===== config.mk =====
export PLATFORM = sky130hd
export DESIGN_NAME = card_port
export DESIGN_NICKNAME = d
export VERILOG_FILES = /design/src/inc/card_port_pkg.sv /design/src/hdl/card_port.sv
export VERILOG_INCLUDE_DIRS = /design/src /design/src/inc
export SDC_FILE = /design/constraint.sdc
export NUM_CORES = 1
export LEC_CHECK = 0
export BUFFER_PORTS_ARGS = -buffer_cell sky130_fd_sc_hd__buf_2
export CAP_MARGIN = 30
export CORE_MARGIN = 3
export CORE_UTILIZATION = 58
export DETAILED_ROUTE_END_ITERATION = 8
export PLACE_DENSITY_LB_ADDON = 0.15
export SYNTH_ARGS = -nofsm -noshare
export SYNTH_HDL_FRONTEND = slang
export SYNTH_SLANG_ARGS = --single-unit

===== constraint.sdc =====
create_clock -name mclk_i -period 3.1 [get_ports mclk_i]
set_clock_uncertainty 0.2 [all_clocks]
set_input_delay 0 -clock mclk_i [delete_from_list [all_inputs] [get_ports mclk_i]]
set_output_delay 0 -clock mclk_i [all_outputs]
set_load 0.03 [all_outputs]

===== src/inc/card_port_regs.svh =====
// Behaviour
// - a card reset output forces the inserted card into hard reset
// - card address driven out, released to input while another owner holds it
// - card address is socket address register joined with low 11 bus bits
// - i/o read and write strobes pulse only with attribute select asserted
// - attribute select stays high for ordinary main memory accesses
// - card wait input extends the current memory or i/o cycle
// - active-low output enable gates memory read data from the card
// - write enable gates memory write data into the card
// - first card enable selects even byte lane, second the odd lane
// - active-low socket enable selects socket and external address buffers
// - transceiver direction high for reads, low for writes
// - transceiver direction low from power-up until the first read
// - five power control outputs switch both programming voltages and supply
// - the general purpose input always reads as logic one
`ifndef CARD_PORT_REGS_SVH
`define CARD_PORT_REGS_SVH
`define REG_CTRL        4'h0
`define REG_SOCK_ADDR   4'h1
`define REG_POWER       4'h2
`define REG_STATUS      4'h3
`define REG_DATA        4'h4
`define REG_ACCESS      4'h5
`define CTRL_RESET_BIT  0
`define CTRL_RESET_VAL  8'h01
`define POWER_RESET_VAL 8'h10
`define SYNC_IDLE_VAL   9'h0C7
`define LOW_ADDR_BITS   11
`define SETUP_CYCLES    3'h1
`define STROBE_CYCLES   3'h4
`define HOLD_CYCLES     3'h1
`endif


===== src/inc/card_port_pkg.sv =====
package card_port_pkg;
  typedef enum logic [2:0] {
    ST_IDLE,
    ST_SETUP,
    ST_STROBE,
    ST_HOLD
  } cycle_state_t;
endpackage


===== src/hdl/card_port.sv =====
// The register addresses and strobed register access were left to the implementer.
`timescale 1ns/1ps
`include "card_port_regs.svh"
module card_port (
  input  wire logic        mclk_i,
  input  wire logic        rst_i,
  input  wire logic [3:0]  reg_addr_i,
  input  wire logic [15:0] reg_wdata_i,
  input  wire logic        reg_wr_i,
  input  wire logic        reg_rd_i,
  output logic      [15:0] reg_rdata_o,
  input  wire logic        bus_owner_i,
  input  wire logic [25:0] card_addr_i,
  output logic      [25:0] card_addr_o,
  output logic             card_addr_oe_o,
  input  wire logic [15:0] card_data_i,
  output logic      [15:0] card_data_o,
  output logic             card_data_oe_o,
  output logic             card_reset_o,
  output logic             card_en_even_n_o,
  output logic             card_en_odd_n_o,
  output logic             mem_rd_n_o,
  output logic             mem_wr_n_o,
  output logic             io_rd_n_o,
  output logic             io_wr_n_o,
  output logic             attr_sel_n_o,
  input  wire logic        wait_n_i,
  input  wire logic        ready_i,
  input  wire logic        write_protect_i,
  input  wire logic        batt_detect1_i,
  input  wire logic        batt_detect2_i,
  input  wire logic        card_detect1_n_i,
  input  wire logic        card_detect2_n_i,
  input  wire logic        spare_input_n_i,
  output logic             socket_iface_select_n_o,
  output logic             xcvr_direction_o,
  output logic             supply_en_n_o,
  output logic             prog_volt1_sel0_o,
  output logic             prog_volt1_sel1_o,
  output logic             prog_volt2_sel0_o,
  output logic             prog_volt2_sel1_o
);

  ////////////////////////////////////////////////////////////////////////////
  // pin synchronisers
  logic [8:0] pin_meta;
  logic [8:0] pin_sync;
  logic [8:0] pin_raw;

  assign pin_raw = {bus_owner_i, wait_n_i, ready_i, write_protect_i,
                    batt_detect1_i, batt_detect2_i, card_detect1_n_i,
                    card_detect2_n_i, spare_input_n_i};

  // each stage resets to its pin's idle level: no false card or wait
  localparam logic [8:0] sync_idle = `SYNC_IDLE_VAL;

  genvar gi;
  generate
    for (gi = 0; gi < 9; gi++) begin : g_sync
      always_ff @(posedge mclk_i) begin
        if (rst_i) begin
          pin_meta[gi] <= sync_idle[gi];
          pin_sync[gi] <= sync_idle[gi];
        end else begin
          pin_meta[gi] <= pin_raw[gi];
          pin_sync[gi] <= pin_meta[gi];
        end
      end
    end
  endgenerate

  logic owner_s;
  logic wait_n_s;
  logic ready_s;
  logic wp_s;
  logic bvd1_s;
  logic bvd2_s;
  logic cd1_n_s;
  logic cd2_n_s;
  assign {owner_s, wait_n_s, ready_s, wp_s, bvd1_s, bvd2_s,
          cd1_n_s, cd2_n_s} = pin_sync[8:1];

  // read data passes the same two stages as the control pins
  logic [15:0] data_meta;
  logic [15:0] data_sync;

  always_ff @(posedge mclk_i) begin
    if (rst_i) begin
      data_meta <= 16'h0000;
      data_sync <= 16'h0000;
    end else begin
      data_meta <= card_data_i;
      data_sync <= data_meta;
    end
  end

  ////////////////////////////////////////////////////////////////////////////
  // registers
  logic [7:0]  ctrl;
  logic [14:0] sock_addr;
  logic [7:0]  power;
  logic [15:0] wdata;
  logic [15:0] rdata_cap;
  logic        card_seated;
  logic        busy;
  logic        start;
  logic [15:0] acc;

  // access word: [10:0] low address, [11] write, [12] io, [13] attr,
  // [15:14] lane enables (bit14 even, bit15 odd)
  assign start = reg_wr_i && reg_addr_i == `REG_ACCESS && !busy
                 && card_seated && !owner_s;

  always_ff @(posedge mclk_i) begin
    if (rst_i) begin
      ctrl <= `CTRL_RESET_VAL;
    end else if (reg_wr_i && reg_addr_i == `REG_CTRL) begin
      ctrl <= reg_wdata_i[7:0];
    end
  end

  always_ff @(posedge mclk_i) begin
    if (rst_i) begin
      sock_addr <= 15'h0000;
    end else if (reg_wr_i && reg_addr_i == `REG_SOCK_ADDR) begin
      sock_addr <= reg_wdata_i[14:0];
    end
  end

  always_ff @(posedge mclk_i) begin
    if (rst_i) begin
      power <= `POWER_RESET_VAL;
    end else if (reg_wr_i && reg_addr_i == `REG_POWER) begin
      power <= reg_wdata_i[7:0];
    end
  end

  always_ff @(posedge mclk_i) begin
    if (rst_i) begin
      wdata <= 16'h0000;
    end else if (reg_wr_i && reg_addr_i == `REG_DATA) begin
      wdata <= reg_wdata_i;
    end
  end

  always_ff @(posedge mclk_i) begin
    if (rst_i) begin
      reg_rdata_o <= 16'h0000;
    end else if (reg_rd_i) begin
      case (reg_addr_i)
        `REG_CTRL:      reg_rdata_o <= {8'h00, ctrl};
        `REG_SOCK_ADDR: reg_rdata_o <= {1'b0, sock_addr};
        `REG_POWER:     reg_rdata_o <= {8'h00, power};
        `REG_STATUS:    reg_rdata_o <= {7'h00, 1'b1, busy, card_seated,
                                        cd2_n_s, cd1_n_s, bvd2_s, bvd1_s,
                                        wp_s, ready_s};
        `REG_DATA:      reg_rdata_o <= rdata_cap;
        `REG_ACCESS:    reg_rdata_o <= acc;
        default:        reg_rdata_o <= 16'h0000;
      endcase
    end else begin
      reg_rdata_o <= 16'h0000;
    end
  end

  ////////////////////////////////////////////////////////////////////////////
  // socket detect, reset and power
  always_ff @(posedge mclk_i) begin
    if (rst_i) begin
      card_seated <= 1'b0;
    end else begin
      card_seated <= !cd1_n_s && !cd2_n_s;
    end
  end

  // socket enable follows both detects directly, no debounce
  always_ff @(posedge mclk_i) begin
    if (rst_i) begin
      socket_iface_select_n_o <= 1'b1;
    end else begin
      socket_iface_select_n_o <= cd1_n_s || cd2_n_s;
    end
  end

  always_ff @(posedge mclk_i) begin
    if (rst_i) begin
      card_reset_o <= 1'b1;
    end else begin
      card_reset_o <= ctrl[`CTRL_RESET_BIT];
    end
  end

  always_ff @(posedge mclk_i) begin
    if (rst_i) begin
      supply_en_n_o     <= 1'b1;
      prog_volt1_sel0_o <= 1'b0;
      prog_volt1_sel1_o <= 1'b0;
      prog_volt2_sel0_o <= 1'b0;
      prog_volt2_sel1_o <= 1'b0;
    end else begin
      supply_en_n_o     <= !power[4];
      prog_volt1_sel0_o <= power[0];
      prog_volt1_sel1_o <= power[1];
      prog_volt2_sel0_o <= power[2];
      prog_volt2_sel1_o <= power[3];
    end
  end

  ////////////////////////////////////////////////////////////////////////////
  // card cycle sequencer
  card_port_pkg::cycle_state_t state;
  card_port_pkg::cycle_state_t next_state;
  logic [2:0] cnt;
  logic [2:0] next_cnt;
  logic       is_wr;
  logic       is_io;
  logic       is_attr;
  logic       leave_strobe;

  assign busy = state != card_port_pkg::ST_IDLE;
  // wait arrives two cycles after the strobe pin; minimum strobe covers it
  assign leave_strobe = state == card_port_pkg::ST_STROBE && cnt <= 3'h1
                        && wait_n_s;

  always_comb begin
    next_state = state;
    next_cnt   = cnt;
    case (state)
      card_port_pkg::ST_IDLE: begin
        if (start) begin
          next_cnt   = `SETUP_CYCLES;
          next_state = card_port_pkg::ST_SETUP;
        end
      end
      card_port_pkg::ST_SETUP: begin
        if (cnt == 3'h1) begin
          next_cnt   = `STROBE_CYCLES;
          next_state = card_port_pkg::ST_STROBE;
        end else begin
          next_cnt = cnt - 3'h1;
        end
      end
      card_port_pkg::ST_STROBE: begin
        if (cnt > 3'h1) begin
          next_cnt = cnt - 3'h1;
        end else if (leave_strobe) begin
          next_cnt   = `HOLD_CYCLES;
          next_state = card_port_pkg::ST_HOLD;
        end
      end
      card_port_pkg::ST_HOLD: begin
        if (cnt == 3'h1) begin
          next_state = card_port_pkg::ST_IDLE;
        end else begin
          next_cnt = cnt - 3'h1;
        end
      end
      default: begin
        next_state = card_port_pkg::ST_IDLE;
      end
    endcase
  end

  always_ff @(posedge mclk_i) begin
    if (rst_i) begin
      state <= card_port_pkg::ST_IDLE;
      cnt   <= 3'h0;
    end else begin
      state <= next_state;
      cnt   <= next_cnt;
    end
  end

  // access word held for the whole card cycle
  always_ff @(posedge mclk_i) begin
    if (rst_i) begin
      acc     <= 16'h0000;
      is_wr   <= 1'b0;
      is_io   <= 1'b0;
      is_attr <= 1'b0;
    end else if (start) begin
      acc     <= reg_wdata_i;
      is_wr   <= reg_wdata_i[11];
      is_io   <= reg_wdata_i[12];
      is_attr <= reg_wdata_i[13] || reg_wdata_i[12];
    end
  end

  always_ff @(posedge mclk_i) begin
    if (rst_i) begin
      rdata_cap <= 16'h0000;
    end else if (leave_strobe && !is_wr) begin
      rdata_cap <= data_sync;
    end
  end

  ////////////////////////////////////////////////////////////////////////////
  // card pins
  logic strobe;
  assign strobe = state == card_port_pkg::ST_STROBE;

  always_ff @(posedge mclk_i) begin
    if (rst_i) begin
      card_addr_o    <= 26'h000_0000;
      card_addr_oe_o <= 1'b0;
      card_data_o    <= 16'h0000;
      card_data_oe_o <= 1'b0;
    end else begin
      card_addr_oe_o <= !owner_s;
      card_addr_o    <= {sock_addr, acc[`LOW_ADDR_BITS-1:0]};
      card_data_o    <= wdata;
      card_data_oe_o <= busy && is_wr && !owner_s;
    end
  end

  // lanes and attribute select span the whole card cycle
  always_ff @(posedge mclk_i) begin
    if (rst_i) begin
      card_en_even_n_o <= 1'b1;
      card_en_odd_n_o  <= 1'b1;
      attr_sel_n_o     <= 1'b1;
    end else begin
      card_en_even_n_o <= !(busy && acc[14]);
      card_en_odd_n_o  <= !(busy && acc[15]);
      attr_sel_n_o     <= !(busy && is_attr);
    end
  end

  always_ff @(posedge mclk_i) begin
    if (rst_i) begin
      mem_rd_n_o <= 1'b1;
      mem_wr_n_o <= 1'b1;
      io_rd_n_o  <= 1'b1;
      io_wr_n_o  <= 1'b1;
    end else begin
      mem_rd_n_o <= !(strobe && !is_io && !is_wr);
      mem_wr_n_o <= !(strobe && !is_io && is_wr);
      io_rd_n_o  <= !(strobe && is_io && is_attr && !is_wr);
      io_wr_n_o  <= !(strobe && is_io && is_attr && is_wr);
    end
  end

  always_ff @(posedge mclk_i) begin
    if (rst_i) begin
      xcvr_direction_o <= 1'b0;
    end else if (busy) begin
      xcvr_direction_o <= !is_wr;
    end
  end

endmodule


# Yosys cells after proc, flatten, opt, wreduce, memory -nomap -nowiden
# Index checks and enable logic that the tools add are counted.
dict set report word_totals {
  register_bits 212
  inputBits 75
  out_inout_bits 75
  wordCells 129
}
dict set report op_classes {
  addsub 1
  magnitude_cmp 2
  n_eq_ne 16
  mux 12
  bitwise 1
  n_reduce_logical 47
}
# operator count
set ops {}
lappend ops {{16-bit one-hot mux with 6 select lines} 1}
lappend ops {{3-bit two-way mux} 9}
lappend ops {{1-bit logical AND} 24}
lappend ops {{3-bit one-hot mux with 4 select lines} 2}
lappend ops {{1-bit logical NOT} 14}
lappend ops {{2-bit inequality test (second input constant)} 6}
lappend ops {{4-bit by 2-bit equality test with 1-bit output (second input constant)} 2}
lappend ops {{4-bit by 3-bit equality test with 1-bit output (second input constant)} 2}
lappend ops {{3-bit by 1-bit equality test with 1-bit output (second input constant)} 2}
lappend ops {{3-bit by 2-bit equality test with 1-bit output (second input constant)} 2}
lappend ops {{5-bit AND reduction} 1}
lappend ops {{4-bit by 1-bit equality test with 1-bit output (second input constant)} 1}
lappend ops {{4-bit logical NOT} 1}
lappend ops {{4-bit AND reduction} 1}
lappend ops {{4-bit nonzero test} 1}
lappend ops {{3-bit by 1-bit greater-than comparator with 1-bit output (second input constant)} 1}
lappend ops {{3-bit by 1-bit <= comparator with 1-bit output (second input constant)} 1}
lappend ops {{3-bit logical NOT} 1}
lappend ops {{3-bit by 2-bit inequality test with 1-bit output (second input constant)} 1}
lappend ops {{3-bit nonzero test} 1}
lappend ops {{3-bit by 1-bit subtractor with 3-bit output (second input constant)} 1}
lappend ops {{1-bit logical OR} 2}
lappend ops {{2-bit OR reduction} 1}
lappend ops {{1-bit NOT} 1}

# Longest topological paths before layout
dict set report depth {
  depth_word 7
  ltp_mapped 9
  depth_no_buf 7
}

# Least setup slack after synthesis
# OpenSTA, ideal clock, no wires.
dict set report synth_timing {
  path_type {reg-to-reg}
  startpoint {reg cnt[1]}
  endpoint {reg rdata_cap[10]}
  setup_time_ns 0.128
  arrival_ns 1.641
  t_required_ns 2.772
  setup_slack_ns 1.131
  path_stages_with_launch 10
  path_buffers 2
  synth_period_minus_slack_ns 1.969
  cell_sequence {dfxtp_1 inv_1 ha_1 o21ba_2 nor3_1 nand3b_1 buf_2 buf_2 mux2i_1 nor2_1}
}
dict set report synth_between {
  elab_chain_cells 4
}
# item line
set synth_rtl {}
lappend synth_rtl {{start: declaration} card_port.sv:213} ;# logic [2:0] cnt;
lappend synth_rtl {{start signal: assignment} card_port.sv:270} ;# cnt <= next_cnt;
lappend synth_rtl {{3-bit by 1-bit <= comparator with 1-bit output} card_port.sv:222} ;# assign leave_strobe = state == card_port_pkg::ST_STROBE && cnt <= 3'h1
lappend synth_rtl {{1-bit logical AND} card_port.sv:222}
lappend synth_rtl {{1-bit logical AND} card_port.sv:223} ;# && wait_n_s;
lappend synth_rtl {{1-bit logical AND} card_port.sv:292} ;# end else if (leave_strobe && !is_wr) begin
lappend synth_rtl {{end signal: assignment} card_port.sv:293} ;# rdata_cap <= data_sync;
lappend synth_rtl {{end: declaration} card_port.sv:103} ;# logic [15:0] rdata_cap;
# Every way passes these cells.
# A chain may end at the register's enable or synchronous reset.

# Worst setup path in the final report
dict set report layout_timing {
  startpoint {in reg_addr_i[0]}
  endpoint {reg wdata[15]}
}
dict set report layout_between {
  elab_chain_cells 2
}
# item line
set layout_rtl {}
lappend layout_rtl {{start: declaration} card_port.sv:7} ;# input wire logic [3:0] reg_addr_i,
lappend layout_rtl {{4-bit by 3-bit equality test with 1-bit output} --}
lappend layout_rtl {{1-bit logical AND (no source line)} --}
lappend layout_rtl {{end signal: assignment} card_port.sv:142} ;# wdata <= reg_wdata_i;
lappend layout_rtl {{end: declaration} card_port.sv:102} ;# logic [15:0] wdata;
# Every way passes these cells.

==> reports/qor.csv <==
metric;value;unit
yosysSeqAreaShare;0.593;
rsz0062_at_grt;false;
port_buffers;122;
wl_met1;7180;um
htree_levels;1;
hold_class;input pin to register;
crit_family;buffers and inverters;
grt_max_degree;118;
core_area;11700;sq um
top_layer_used;met4;
insertion_delay;480;ps
drc;0;
antenna_found_initial;0;
multi_input_area;2650;sq um
critPathBufInv;3;
placed_area;7700;sq um
route.met2.wl;7560;um
clkSinkCount;209;
cts-root-buf;clkbuf_16;
grt.overflow.total;0;
synth_most_common_cell;dfxtp_1;
pwr_density_cell;608;nW/um^2
synth_nets;771;
cp_common_cell;dlygate4sd3_1;
relSlewSlack;0.472;
final_area;9000;sq um
drv_cap;0;
ir_drop;0.409;mV
netlist_area;7060;sq um
ys_types;46;
rows;39;
ys.flop_type;dfxtp_1;
maxSlewViolCount;0;
synth_top_area_frac;0.593;
criticalPathCategory;input pin to register;
die_w;116;um
start_util;0.605;
worst_slew_pin_slew;792;ps
yosys-top-cells-area;dfxtp_1 (59%), nor2b_1 (7.6%), mux2i_1 (7.5%);
dieArea;13500;sq um
ant_nets;0;
fp.dieH;116;um
yosysWarnings;0;
area_delta_synth_final;27.5;%
required;3260;ps
min_period_over_period;0.869;
crit_path_cell_trace;dlygate4sd3_1 > buf_2 > nor3_4 > and2_1 > nand2_2 > nand2_1 > a21oi_1 > dlygate4sd3_1;
clock_tree.buffer_depth;3;
fill_cells;818;
hold_viol;0;
gp_congestion;0.785;
cts_tree;built;
finalCriticalPeriod;2690;ps
synth_edf_count;0;
synth_common_cells;dfxtp_1 (209), nor2b_1 (86), nor2_1 (80);
status;finished clean;
slowest_stage;dlygate4sd3_1;
grt_pass1_vias;5120;
routedWlPerCell;15.6;um
nets;946;
grt_pass1_wl;25300;um
cts_inserted_buffers;20;
dp_cells;919;
setup_viol;0;
cp_max_fo;16;
synth_top_area_cell;dfxtp_1;
startpoint_type;input pin;
cp-end-kind;register;
diodes;0;
timing.setup.tns;0;ps
leakage;3.92;nW
async_flop_share;0;
routed_wl;15900;um
first_pass_iters;6;
fin_cells;1022;
via_per_inst;5.25;
ys_ff_latch;209;
clk_pin_slew;60;ps
grt.total_usage;0.233;
regArea;4180;sq um
slowest_delay;590;ps
netlist_instances;690;
wl_met3;858;um
p_total;5.47;mW
via_count;5367;
io_pins;150;
initialDrtViolationCount;424;
max_freq;371;MHz
syn_avg_cell_area;10.2;sq um
crit_arrival;2850;ps
drive_above_1_share;0.208;
hpwl;10100;um
-- power breakdown --
part / switching (mW) / internal, mW
clock network: 0.956 / 1.34
logic: 0.229 / 0.181
registers: 0.0252 / 2.74
total: 1.21 / 4.26
-- cell usage in the layout, fill, tap and decap left out, types with 2 or more instances in the layout --
master,count
mux2i_1,53
and2_1,2
nand4b_1,3
clkbuf_8,4
inv_1,11
buf_4,4
nor2_1,80
nand2b_1,4
nand2_1,79
nand3b_1,2
clkbuf_1,6
or3_1,3
a222oi_1,6
nor3_1,2
or2_2,10
a221oi_1,10
buf_2,121
mux2_2,8
nor2b_1,86
dfxtp_1,209
ha_1,6
a211oi_1,3
clkinv_2,5
dlygate4sd3_1,67
clkbuf_16,21
nand3_1,2
o21ai_0,13
nand4_1,2
a21oi_1,37
a211o_1,2
-- routing by layer --
metal / vias to the layer above / global-route usage
met4: 0 / 0.0650
met3: 40 / 0.0373
met5: - / 0
li1: 2630 / -
met2: 180 / 0.390
met1: 2517 / 0.314
-- final timing paths --
check             cells after the start  slack (ps)              to     startpoint
setup / recovery                      8         410       wdata[15]  reg_addr_i[0]
hold / removal                        4          20  reg_rdata_o[8]  reg_addr_i[2]
setup reg to reg                      6         950          acc[0]       state[0]
hold reg to reg                       1         220        wait_n_s    pin_meta[7]
-- area by class of cell --
cell class                      count  area share
Clock buffer                       31      0.0670
Clock inverter                      5     0.00278
Inverter                           11     0.00459
Multi-Input combinational cell    430       0.294
Sequential cell                   209       0.465
Tap cell                          143      0.0199
Timing Repair Buffer              193       0.146
-- timing repair --
action | CTS | global route
hold endpoints to repair | 143 | 0
buffers inserted | 0 | 0
hold buffers | 67 | 0
resized for setup | 0 | 0
-- flip-flops by register name, indices dropped and copies added (netlist names), 2 cells and up --
| register | count |
|---|---|
| wdata | 16 |
| ctrl | 8 |
| card_addr_o | 26 |
| state | 2 |
| pin_meta | 8 |
| data_sync | 16 |
| data_meta | 16 |
| acc | 16 |
| sock_addr | 15 |
| card_data_o | 16 |
| rdata_cap | 16 |
| cnt | 3 |
| reg_rdata_o | 16 |
| power | 8 |
-- worst min-delay path: stages --
cell and delay (ps):
buf_2 230, o21ai_0 220, a32oi_1 110, nor2_1 90
-- through the flow --
step,utilization,hold WS (ps),worst slack [ps]
after global placement,0.660,-15.9,929
after global routing,0.772,40.1,294
after floorplan,-,-96.2,1130
final,0.772,24.2,406
after detailed placement,0.660,-11.4,891
after CTS,0.772,19.5,442
-- logic make-up after synthesis --
| kind of cell | share of synthesized area |
|---|---|
| AOI/OAI and AO/OA | 0.0715 |
| adders and majority gates | 0.0106 |
| buffers and inverters | 0.0316 |
| DFF | 0.593 |
| muxes | 0.0880 |
| and+or+nand+nor | 0.205 |
Note: power is estimated with default switching activity, not from simulation.
